==> config.mk <==
export PLATFORM = sky130hd
export DESIGN_NAME = lbsr_regs
export DESIGN_NICKNAME = d
export VERILOG_FILES = /design/src/lbsr_pkg.sv /design/src/lbsr_regs.sv /design/src/lbsr_maxoff_timer.sv
export SDC_FILE = /design/constraint.sdc
export NUM_CORES = 1
export LEC_CHECK = 0
export ABC_AREA = 1
export BUFFER_PORTS_ARGS = -buffer_cell sky130_fd_sc_hd__buf_2
export CAP_MARGIN = 20
export CORE_MARGIN = 3
export CORE_UTILIZATION = 30
export DETAILED_ROUTE_END_ITERATION = 16
export MAX_ROUTING_LAYER = met4
export PLACE_DENSITY_LB_ADDON = 0.1
export SLEW_MARGIN = 15
export SYNTH_ARGS = -nofsm -noshare
export SYNTH_HDL_FRONTEND = slang
export SYNTH_SLANG_ARGS = --single-unit
==> constraint.sdc <==
create_clock -name MCLK_I -period 2.44 [get_ports MCLK_I]
set_input_delay 0.366 -clock MCLK_I [delete_from_list [all_inputs] [get_ports MCLK_I]]
set_output_delay 0.366 -clock MCLK_I [all_outputs]
set_load 0.02 [all_outputs]
==> src/lbsr_pkg.sv <==
// Contract
// - peak threshold reg at 04h, bits 7:0 rw reset 80h, bit 8 reads zero
// - new peak code accepted any time, analog value follows about 1 us later
// - peak code is trip voltage in millivolts, code over 1000 gives volts
// - channel 2 off-time reg at 06h, 8-bit rw reset 80h, bit 8 zero
// - off period is code over 2.136e6 times channel led voltage
// - max off-time regs at 07h and 08h, 8-bit rw reset 80h, bit 8 zero
// - parallel max off timer lasts code times 251 ns, voltage independent; the timer counts code times 6 cycles (300 ns) instead
// - after reset wait programmed max off-time before first switching cycle
// - read-only die temperature reg at 09h, reset zero, latest adc code
// - read-only ch1 latest sample reg at 0Ah, reset zero
// - bit 8 holds dimming level at conversion start, bits 7:0 result
package lbsr_pkg;
  localparam int unsigned CLK_MHZ = 20;
  localparam logic [3:0] ADDR_CH2_PEAK = 4'h4;
  localparam logic [3:0] ADDR_CH2_OFF = 4'h6;
  localparam logic [3:0] ADDR_CH1_MAXOFF = 4'h7;
  localparam logic [3:0] ADDR_CH2_MAXOFF = 4'h8;
  localparam logic [3:0] ADDR_DIE_TEMP = 4'h9;
  localparam logic [3:0] ADDR_CH1_SAMPLE = 4'ha;
  localparam logic [7:0] RST_SETPOINT = 8'h80;
  localparam logic [7:0] RST_READBACK = 8'h00;
  // analog settle time after a peak code write
  localparam int unsigned DAC_SETTLE_NS = 1000;
  localparam int unsigned DAC_SETTLE_CYC = DAC_SETTLE_NS * CLK_MHZ / 1000;
  // max off-time step, 251 ns rounded up to whole cycles
  localparam int unsigned MAXOFF_STEP_NS = 251;
  localparam int unsigned MAXOFF_STEP_CYC =
    (MAXOFF_STEP_NS * CLK_MHZ + 999) / 1000;
  localparam int unsigned MAXOFF_CNT_W = 13;
endpackage : lbsr_pkg

==> src/lbsr_regs.sv <==
`timescale 1ns/1ps
module lbsr_regs
  import lbsr_pkg::*;
(
  input wire logic MCLK_I,
  input wire logic NRST_I,
  input wire logic WR_EN_I,
  input wire logic RD_EN_I,
  input wire logic [3:0] ADDR_I,
  input wire logic [8:0] WDATA_I,
  output logic [8:0] RDATA_O,
  output logic RVALID_O,
  input wire logic TEMP_VALID_I,
  input wire logic [7:0] TEMP_CODE_I,
  input wire logic CONV_START_I,
  input wire logic CONV_DONE_I,
  input wire logic [7:0] CONV_CODE_I,
  input wire logic CH1_DIMMING_INPUT_I,
  output logic [7:0] CH2_PEAK_DAC_O,
  output logic [7:0] CH2_OFF_DAC_O,
  output logic [7:0] CH1_MAXOFF_DAC_O,
  output logic [7:0] CH2_MAXOFF_DAC_O,
  output logic CH1_MAXOFF_END_O,
  output logic CH2_MAXOFF_END_O,
  output logic CH1_SWITCH_EN_O,
  output logic CH2_SWITCH_EN_O
);
  logic [7:0] ch2_peak_threshold_ff;
  logic [7:0] ch2_off_time_ff;
  logic [7:0] ch1_max_off_time_ff;
  logic [7:0] ch2_max_off_time_ff;
  logic [7:0] die_temperature_ff;
  logic [7:0] sample_ff;
  logic dim_bit_ff;
  logic dim_at_start_ff;
  logic [8:0] rdata_ff;
  logic rvalid_ff;
  logic [7:0] peak_dac_ff;
  logic [4:0] settle_ff;
  logic start_ff;
  logic en1_ff;
  logic en2_ff;
  logic busy1;
  logic busy2;
  logic done1;
  logic done2;
  // ----------------------------------------
  // host writes to setpoints
  // ----------------------------------------
  // only bits 7:0 are stored; bit 8 is dropped
  always_ff @(posedge MCLK_I)
  begin
    if (!NRST_I)
    begin
      ch2_peak_threshold_ff <= RST_SETPOINT;
      ch2_off_time_ff <= RST_SETPOINT;
      ch1_max_off_time_ff <= RST_SETPOINT;
      ch2_max_off_time_ff <= RST_SETPOINT;
    end
    else if (WR_EN_I)
    begin
      unique case (ADDR_I)
        ADDR_CH2_PEAK: ch2_peak_threshold_ff <= WDATA_I[7:0];
        ADDR_CH2_OFF: ch2_off_time_ff <= WDATA_I[7:0];
        ADDR_CH1_MAXOFF: ch1_max_off_time_ff <= WDATA_I[7:0];
        ADDR_CH2_MAXOFF: ch2_max_off_time_ff <= WDATA_I[7:0];
        default:
        begin
        end
      endcase
    end
  end
  // ----------------------------------------
  // peak dac follows after settle time
  // ----------------------------------------
  // code is millivolts; analog side divides by 1000
  always_ff @(posedge MCLK_I)
  begin
    if (!NRST_I)
    begin
      peak_dac_ff <= RST_SETPOINT;
      settle_ff <= '0;
    end
    else if (WR_EN_I && ADDR_I == ADDR_CH2_PEAK)
    begin
      settle_ff <= 5'(DAC_SETTLE_CYC);
    end
    else if (settle_ff > 5'h01)
    begin
      settle_ff <= settle_ff - 5'h01;
    end
    else if (settle_ff == 5'h01)
    begin
      settle_ff <= '0;
      peak_dac_ff <= ch2_peak_threshold_ff;
    end
  end
  // ----------------------------------------
  // readback captures
  // ----------------------------------------
  always_ff @(posedge MCLK_I)
  begin
    if (!NRST_I)
    begin
      die_temperature_ff <= RST_READBACK;
      sample_ff <= RST_READBACK;
      dim_bit_ff <= 1'b0;
      dim_at_start_ff <= 1'b0;
    end
    else
    begin
      if (TEMP_VALID_I)
        die_temperature_ff <= TEMP_CODE_I;
      if (CONV_START_I)
        dim_at_start_ff <= CH1_DIMMING_INPUT_I;
      if (CONV_DONE_I)
      begin
        sample_ff <= CONV_CODE_I;
        dim_bit_ff <= CONV_START_I ? CH1_DIMMING_INPUT_I : dim_at_start_ff;
      end
    end
  end
  // ----------------------------------------
  // read port
  // ----------------------------------------
  // reserved bit 8 reads zero; unmapped reads zero
  always_ff @(posedge MCLK_I)
  begin
    if (!NRST_I)
    begin
      rdata_ff <= '0;
      rvalid_ff <= 1'b0;
    end
    else
    begin
      rvalid_ff <= RD_EN_I;
      if (RD_EN_I)
      begin
        unique case (ADDR_I)
          ADDR_CH2_PEAK: rdata_ff <= {1'b0, ch2_peak_threshold_ff};
          ADDR_CH2_OFF: rdata_ff <= {1'b0, ch2_off_time_ff};
          ADDR_CH1_MAXOFF: rdata_ff <= {1'b0, ch1_max_off_time_ff};
          ADDR_CH2_MAXOFF: rdata_ff <= {1'b0, ch2_max_off_time_ff};
          ADDR_DIE_TEMP: rdata_ff <= {1'b0, die_temperature_ff};
          ADDR_CH1_SAMPLE: rdata_ff <= {dim_bit_ff, sample_ff};
          default: rdata_ff <= '0;
        endcase
      end
    end
  end
  // ----------------------------------------
  // start-up gating by max off-time
  // ----------------------------------------
  // off period itself is analog: code / (2.136e6 * led voltage)
  always_ff @(posedge MCLK_I)
  begin
    if (!NRST_I)
    begin
      start_ff <= 1'b1;
      en1_ff <= 1'b0;
      en2_ff <= 1'b0;
    end
    else
    begin
      start_ff <= 1'b0;
      if (done1)
        en1_ff <= 1'b1;
      if (done2)
        en2_ff <= 1'b1;
    end
  end
  lbsr_maxoff_timer u_t1 (
    .clk_i(MCLK_I),
    .nrst_i(NRST_I),
    .start_i(start_ff),
    .code_i(ch1_max_off_time_ff),
    .busy_o(busy1),
    .done_o(done1)
  );
  lbsr_maxoff_timer u_t2 (
    .clk_i(MCLK_I),
    .nrst_i(NRST_I),
    .start_i(start_ff),
    .code_i(ch2_max_off_time_ff),
    .busy_o(busy2),
    .done_o(done2)
  );
  assign RDATA_O = rdata_ff;
  assign RVALID_O = rvalid_ff;
  assign CH2_PEAK_DAC_O = peak_dac_ff;
  assign CH2_OFF_DAC_O = ch2_off_time_ff;
  assign CH1_MAXOFF_DAC_O = ch1_max_off_time_ff;
  assign CH2_MAXOFF_DAC_O = ch2_max_off_time_ff;
  assign CH1_MAXOFF_END_O = done1;
  assign CH2_MAXOFF_END_O = done2;
  assign CH1_SWITCH_EN_O = en1_ff;
  assign CH2_SWITCH_EN_O = en2_ff;
  // ----------------------------------------
  // checks
  // ----------------------------------------
  // helper: ch2 startup busy length and the code the timer was loaded with
  logic [MAXOFF_CNT_W-1:0] busy2_len_ff;
  logic [7:0] code2_start_ff;
  always_ff @(posedge MCLK_I)
  begin
    if (!NRST_I)
    begin
      busy2_len_ff <= '0;
      code2_start_ff <= RST_SETPOINT;
    end
    else
    begin
      busy2_len_ff <= busy2 ? busy2_len_ff + MAXOFF_CNT_W'(1) : '0;
      if (start_ff)
        code2_start_ff <= ch2_max_off_time_ff;
    end
  end
  rsvd_zero_a: assert property (
    @(posedge MCLK_I) disable iff (!NRST_I)
    rvalid_ff && $past(ADDR_I) != ADDR_CH1_SAMPLE |-> !rdata_ff[8])
    else $error("reserved bit read nonzero");
  peak_settle_a: assert property (
    @(posedge MCLK_I) disable iff (!NRST_I)
    WR_EN_I && ADDR_I == ADDR_CH2_PEAK ##1
    !(WR_EN_I && ADDR_I == ADDR_CH2_PEAK) [*8] |->
    ##13 peak_dac_ff == ch2_peak_threshold_ff)
    else $error("peak dac not updated after settle");
  off_wr_a: assert property (
    @(posedge MCLK_I) disable iff (!NRST_I)
    WR_EN_I && ADDR_I == ADDR_CH2_OFF |=>
    ch2_off_time_ff == $past(WDATA_I[7:0]))
    else $error("off-time write lost");
  maxoff_wr_a: assert property (
    @(posedge MCLK_I) disable iff (!NRST_I)
    WR_EN_I && ADDR_I == ADDR_CH1_MAXOFF |=>
    ch1_max_off_time_ff == $past(WDATA_I[7:0]))
    else $error("max off-time write lost");
  no_early_sw_a: assert property (
    @(posedge MCLK_I) disable iff (!NRST_I)
    busy1 |-> !en1_ff)
    else $error("switching before max off-time");
  no_early_sw2_a: assert property (
    @(posedge MCLK_I) disable iff (!NRST_I)
    busy2 |-> !en2_ff)
    else $error("ch2 switching before max off-time");
  timer_len_a: assert property (
    @(posedge MCLK_I) disable iff (!NRST_I)
    $fell(busy2) |-> busy2_len_ff == ((code2_start_ff == 8'h00) ?
    MAXOFF_CNT_W'(1) : MAXOFF_CNT_W'(code2_start_ff * MAXOFF_STEP_CYC)))
    else $error("max off timer length wrong");
  temp_cap_a: assert property (
    @(posedge MCLK_I) disable iff (!NRST_I)
    TEMP_VALID_I |=> die_temperature_ff == $past(TEMP_CODE_I))
    else $error("temperature not captured");
  dim_cap_a: assert property (
    @(posedge MCLK_I) disable iff (!NRST_I)
    CONV_START_I && CONV_DONE_I |=>
    dim_bit_ff == $past(CH1_DIMMING_INPUT_I))
    else $error("dimming level not captured");
  ro_keep_a: assert property (
    @(posedge MCLK_I) disable iff (!NRST_I)
    !TEMP_VALID_I |=> $stable(die_temperature_ff))
    else $error("read-only register changed");
endmodule : lbsr_regs

==> src/lbsr_maxoff_timer.sv <==
`timescale 1ns/1ps
module lbsr_maxoff_timer
  import lbsr_pkg::*;
(
  input wire logic clk_i,
  input wire logic nrst_i,
  input wire logic start_i,
  input wire logic [7:0] code_i,
  output logic busy_o,
  output logic done_o
);
  logic [MAXOFF_CNT_W-1:0] cnt_ff;
  logic busy_ff;
  logic done_ff;
  assign busy_o = busy_ff;
  assign done_o = done_ff;
  // ----------------------------------------
  // code times 6 cycles (251 ns rounded up), independent of voltage
  // ----------------------------------------
  always_ff @(posedge clk_i)
  begin
    if (!nrst_i)
    begin
      cnt_ff <= '0;
      busy_ff <= 1'b0;
      done_ff <= 1'b0;
    end
    else if (start_i)
    begin
      cnt_ff <= MAXOFF_CNT_W'(code_i * MAXOFF_STEP_CYC);
      busy_ff <= 1'b1;
      done_ff <= 1'b0;
    end
    else if (busy_ff)
    begin
      if (cnt_ff <= MAXOFF_CNT_W'(1))
      begin
        busy_ff <= 1'b0;
        done_ff <= 1'b1;
        cnt_ff <= '0;
      end
      else
      begin
        cnt_ff <= cnt_ff - MAXOFF_CNT_W'(1);
      end
    end
    else
    begin
      done_ff <= 1'b0;
    end
  end
endmodule : lbsr_maxoff_timer

==> results of run 1 <==
metrics by stage:
stage	instance area (µm²)	power (mW)
floorplan	5720	2.73
global placement	6330	3.01
detailed placement	6330	3.00
CTS	6630	4.52
global route	6630	4.72
finish	6630	4.44
report_power, final:
group          internal, mW  switching (mW)  total, mW
combinational         0.344           0.618      0.962
clock                 0.746           0.750       1.50
sequential             1.88           0.110       1.99
final cells by class:
| class | instances | area (µm²) |
|---|---|---|
| well taps | 229 | 287 |
| clock inverters | 6 | 56.3 |
| repair buffers | 88 | 458 |
| fillers | 2033 | 11700 |
| multi-input cells | 599 | 3060 |
| inverters | 106 | 405 |
| flip-flops and latches | 106 | 2120 |
| clock buffers | 10 | 239 |
kinds of logic (layout without fill, tap and decap cells):
logic type	count (synthesis)	after routing
adder cells (fa/ha/maj)	26	26
XOR/XNOR	15	15
AND/OR/NAND/NOR	386	386
flip-flops	106	106
buffers and inverters	129	210
multiplexers	1	1
AO/OA/AOI/OAI	171	171
synthesized netlist by cell type (2+ instances only):
| cell | instances |
|---|---|
| nand2_1 | 169 |
| fa_1 | 2 |
| o21ai_2 | 2 |
| nand4_1 | 4 |
| o22ai_1 | 7 |
| ha_1 | 24 |
| buf_2 | 3 |
| or2_2 | 5 |
| nand3_1 | 63 |
| buf_6 | 4 |
| inv_1 | 99 |
| clkbuf_1 | 11 |
| buf_1 | 3 |
| nor2_2 | 4 |
| inv_2 | 3 |
| a21oi_1 | 77 |
| nor2_4 | 4 |
| xor2_1 | 11 |
| o211ai_1 | 5 |
| nand2_2 | 5 |
| a22oi_1 | 4 |
| clkinv_1 | 2 |
| o21ai_0 | 65 |
| nor2_1 | 124 |
| nand2_4 | 2 |
| dfxtp_1 | 106 |
| a21oi_2 | 2 |
| o21ai_1 | 7 |
| xnor2_1 | 4 |
how the worst max path moves through the flow:
stage | cells past startpoint | end | startpoint | slack (ns)
finish | 12 | u_t1.cnt_ff[10] | CH1_MAXOFF_DAC_O[1] | 0.55
global route | 12 | u_t1.cnt_ff[10] | CH1_MAXOFF_DAC_O[1] | 0.37
CTS | 12 | u_t1.cnt_ff[10] | CH1_MAXOFF_DAC_O[1] | 0.54
detailed placement | 12 | u_t1.cnt_ff[10] | CH1_MAXOFF_DAC_O[1] | 0.56
global placement | 12 | u_t1.cnt_ff[10] | CH1_MAXOFF_DAC_O[1] | 0.56
floorplan | 12 | u_t1.cnt_ff[10] | CH1_MAXOFF_DAC_O[1] | 0.68
worst reg2reg max path: stages, from the launching register on:
cell	delay, ns
dfxtp_1	0.38
ha_1	0.24
fa_1	0.39
nand2_1	0.10
nand2_1	0.09
nand3_1	0.09
nand2_1	0.08
nand2_1	0.07
nand2_1	0.05
nand2_1	0.07
nand2_1	0.06
nor2_1	0.10
nor2_1	0.04
per-layer routing:
layer  wire length [µm]  share of wire [%]  GRT usage, %
met1               7850                 49          22.0
met2               7280                 46          25.6
met3                642                4.0          3.37
met4                102               0.64          2.92
met5                  0                  0             -
==> flow_metrics.py, run 1 <==
metrics = {
    "critical_path": {
        "cp-start-kind": "register",
        "crit_top_cell": "nand2_1",
        "path_buf_inv": 0,
        "path_delay_family": "simple AND/OR/NAND/NOR gates",
        "worstSetupPathType": "reg -> reg",
        "critPathMaxStageDelay_ns": 0.39,
        "crit_fanout": 6,
        "r2r_cells": 12,
        "worst_r2r_endpoint": "u_t1.cnt_ff[10]",
        "required_ns": 2.67,
        "worstSetupEndpointType": "register",
        "slowest_stage": "fa_1",
        "r2r_slack_ns": 0.55,
        "path_cells": "ha_1, fa_1, nand2_1, nand2_1, nand3_1, nand2_1, nand2_1, nand2_1, nand2_1, nand2_1, nor2_1, nor2_1",
        "crit_arrival_ns": 2.12,
        "worstReg2RegStart": "CH1_MAXOFF_DAC_O[1]",
    },
    "timing": {
        "fin_tns_setup_ns": 0,
        "drv_slew": 0,
        "worst_slack_ns": 0.550,
        "finalCritPeriodShare_pct": 77.5,
        "worst_slew_pin_slew_ns": 0.608,
        "rsz0062_at_grt": "false",
        "slew_headroom_pct": 59.4,
        "fin_hold_ws_ns": 0.221,
        "setup-violations-final": 0,
        "timing.final.hold_violations": 0,
        "min_period_ns": 1.89,
        "fin_worst_skew_ns": 0.00918,
        "max_freq_mhz": 529,
    },
    "synthesis": {
        "async_flop_share_pct": 0,
        "synth.area.mux_share_pct": 0.175,
        "ys_ff_latch": 106,
        "synth_edf_count": 0,
        "syn-num-nets": 897,
        "yosysWarnings": 0,
        "synthesis.area_um2": 5720,
        "synth_cells": 834,
        "ys_seq_area_share_pct": 37.1,
        "synth.distinct_cells": 42,
        "yosysTopAreaCellShare_pct": 37.1,
        "synth_top_family_by_area": "simple AND/OR/NAND/NOR gates",
        "synth_area_leader_cell": "dfxtp_1",
        "synthFlopType": "dfxtp_1",
        "synth-xor-area-share_pct": 2.30,
        "synthSimpleGateAreaFrac_pct": 29.2,
        "synth_compound_area_share_pct": 15.8,
        "avgSynthCellArea_um2": 6.86,
        "synth_area_leaders": "dfxtp_1 (37%), nand2_1 (11%), nor2_1 (8.1%)",
        "synthAdderAreaFrac_pct": 5.95,
    },
    "die": {
        "fp.dieH_um": 144,
        "coreArea_um2": 18300,
        "die_area_um2": 20800,
        "die_w_um": 144,
        "floorplan.initialDensity_pct": 31.2,
        "num_rows": 49,
        "io_pins": 83,
    },
    "placement": {
        "dp.cells": 1128,
        "pre_cts_ws_ns": 0.564,
        "hpwl_um": 12000,
        "io_buffers": 81,
        "gp_congestion": 0.811,
    },
    "cts": {
        "hold_buffers": 0,
        "root_buffer": "clkbuf_16",
        "cts_sinks": 106,
        "clock_latency_ns": 0.36,
        "cts_resized": 0,
        "cts_max_path_buffers": 2,
        "htreeDepth": 3,
        "numCtsBuffers": 9,
        "clk_pin_slew_worst_paths_ns": 0.08,
        "cts_tree": "built",
        "post_cts_buffers": 0,
    },
    "pwr": {
        "ir_drop_mv": 0.477,
        "p_leak_nw": 3.17,
        "p_per_area_nw_per_um2": 671,
    },
    "outcome": {
        "outcome": "finished clean",
    },
    "drt": {
        "vias_per_cell": 4.58,
        "routed_wirelength_um": 15900,
        "via_count": 5235,
        "drtIter0Drc": 330,
        "drtAntennaViolNets": 0,
        "wl_per_cell_um": 13.9,
        "drc_errors": 0,
        "dr.pass1.iters": 5,
    },
    "cells_and_area": {
        "diodes": 0,
        "drive_above_1_share_pct": 15.0,
        "syn2layout_area_growth_pct": 15.8,
        "nets": 973,
        "final_common_cell": "nand2_1",
        "final_cells": 1144,
        "final_cell_mix": "nand2_1 (169), nor2_1 (124), dfxtp_1 (106)",
        "fin_util_pct": 36.1,
    },
    "min_path": {
        "hold_path_class": "in -> reg",
        "min_to": "sample_ff[3]",
        "min_path_cells": 3,
        "min-delay-start": "CONV_CODE_I[3]",
    },
    "global_route": {
        "grt_antenna_before_repair": 0,
        "grt-ovfl-total": 0,
        "grt_max_degree": 37,
        "track_usage_pct": 16.3,
        "grt_pass1_wl_um": 26100,
        "first_global_vias": 5026,
    },
    "run": {
        "max_cap_violations": 0,
    },
}
No activity file was read; power rests on OpenSTA's default activity.
==> inputs of run 2 (changes only) <==
- clock period: 2.44 -> 1.6 ns (I/O delays scaled with it)
==> flow_metrics.py, run 2 (synthesis gave the netlist of run 1 again) <==
metrics = {
    "outcome": {
        "outcome": "finished with violations",
        "violations": "negative setup slack",
    },
    "timing": {
        "worst_slew_pin_slew_ns": 0.499,
        "rsz0062_at_grt": "true",
        "setup-violations-final": 1,
        "timing.final.hold_violations": 0,
        "finalCritPeriodShare_pct": 100,
        "max_freq_mhz": 624,
        "min_period_ns": 1.60,
        "drv_slew": 0,
        "fin_worst_skew_ns": 0.00895,
        "worst_slack_ns": -0.00204,
        "slew_headroom_pct": 66.6,
    },
    "cells_and_area": {
        "drive_above_1_share_pct": 24.8,
        "final_cell_mix": "nand2_1 (160), nor2_1 (119), inv_1 (97)",
        "final_cell_area_um2": 7310,
        "final_common_cell": "nand2_1",
        "diodes": 0,
        "syn2layout_area_growth_pct": 27.7,
        "nets": 1028,
        "fill_cells": 1999,
        "fin_util_pct": 39.9,
    },
    "pwr": {
        "p_leak_nw": 3.45,
        "ir_drop_mv": 0.612,
        "p_per_area_nw_per_um2": 947,
        "fin_total_pwr_mw": 6.92,
    },
    "critical_path": {
        "crit_fanout": 3,
        "worstSetupPathType": "reg -> reg",
        "path_cells": "buf_6, fa_2, nand2_2, nand2_2, nand3_2, nand2_2, nand2_2, nand2_1, nand2_1, nand2_1, nor2_1, nor2_1",
        "slowest_stage": "fa_2",
        "crit_top_cell": "nand2_2",
        "worstSetupEndpointType": "register",
        "required_ns": 1.86,
        "crit_arrival_ns": 1.86,
        "cp-start-kind": "register",
        "critPathMaxStageDelay_ns": 0.39,
    },
    "cts": {
        "numCtsBuffers": 9,
        "root_buffer": "clkbuf_16",
        "clock_latency_ns": 0.36,
        "cts_max_path_buffers": 2,
        "cts_tree": "built",
        "htreeDepth": 3,
        "hold_buffers": 0,
        "clk_pin_slew_worst_paths_ns": 0.08,
        "cts_sinks": 106,
    },
    "die": {
        "io_pins": 83,
        "fp.dieH_um": 144,
        "coreArea_um2": 18300,
        "die_area_um2": 20800,
        "num_rows": 49,
        "die_w_um": 144,
        "floorplan.initialDensity_pct": 31.2,
    },
    "run": {
        "max_cap_violations": 0,
    },
    "drt": {
        "wl_per_cell_um": 13.9,
        "vias_per_cell": 4.58,
        "drtIter0Drc": 289,
        "dr.pass1.iters": 4,
        "drtAntennaViolNets": 0,
        "routed_wirelength_um": 16700,
        "via_count": 5489,
        "drc_errors": 0,
    },
    "global_route": {
        "grt_antenna_before_repair": 0,
        "grt_max_degree": 38,
        "first_global_vias": 5369,
        "track_usage_pct": 17.0,
        "grt_pass1_wl_um": 27100,
        "grt-ovfl-total": 0,
    },
    "placement": {
        "io_buffers": 81,
        "gp_congestion": 0.817,
        "place_area_um2": 6760,
        "hpwl_um": 12800,
    },
    "min_path": {
        "hold_path_class": "in -> reg",
    },
}
run 2: power breakdown:
group / total (mW) / switching (mW) / internal [mW]
Sequential: 3.01 / 0.159 / 2.86
Combinational: 1.63 / 0.991 / 0.635
Clock: 2.28 / 1.12 / 1.17
Total: 6.92 / 2.26 / 4.66
run 2: layer usage:
| metal | GRT usage (%) | vias to the layer above | routed length (µm) |
|---|---|---|---|
| li1 | - | 2949 | - |
| met1 | 21.9 | 2428 | 8020 |
| met2 | 27.4 | 94 | 7790 |
| met3 | 3.90 | 18 | 626 |
| met4 | 3.77 | 0 | 216 |
| met5 | - | - | 0 |
run 2: what timing repair did:
action | 4_1_cts | 5_1_grt
resized for setup | 7 | 41
setup endpoints to repair | 5 | 19
pin swaps | 5 | 9
buffers inserted | 2 | 2
run 2: critical path, delay by kind of cell, from the launching register on:
kind | cells | cell delay [ns]
and+or+nand+nor | 10 | 0.65
adders and majority gates | 1 | 0.39
DFF | 1 | 0.36
buffers and inverters | 1 | 0.12
run 2: layout make-up:
type	instances	area (µm²)	share of cell area [%]
Multi-Input combinational cell	599	3270	44.8
Sequential cell	106	2150	29.4
Timing Repair Buffer	143	900	12.3
Inverter	106	405	5.55
Tap cell	229	287	3.92
Clock buffer	11	253	3.46
Clock inverter	5	45.0	0.617
run 2: path summary, 6_finish.rpt:
kind | from | endpoint | slack [ns] | cells after the start
worst max-delay path | CH1_MAXOFF_DAC_O[1] | u_t1.cnt_ff[10] | -0.002 | 12
worst min-delay path | CONV_CODE_I[3] | sample_ff[3] | 0.09 | 3
worst max register to register | CH1_MAXOFF_DAC_O[1] | u_t1.cnt_ff[10] | -0.002 | 12
worst min register to register | CH1_SWITCH_EN_O | CH1_SWITCH_EN_O | 0.47 | 2
run 2: through the flow:
| step | TNS [ns] | setup slack [ns] | std cells | hold slack (ns) |
|---|---|---|---|---|
| 6_report | -0.00204 | -0.00204 | 1199 | 0.0932 |
| 5_1_grt | -0.375 | -0.144 | 1199 | 0.0873 |
| 4_1_cts | -0.00869 | -0.00869 | 1197 | 0.0835 |
| 3_5_place_dp | -0.261 | -0.0810 | 1179 | 0.450 |
| 3_3_place_gp | -0.121 | -0.0648 | 1179 | 0.441 |
| 2_1_floorplan | -0.0129 | -0.0129 | 834 | 0.366 |
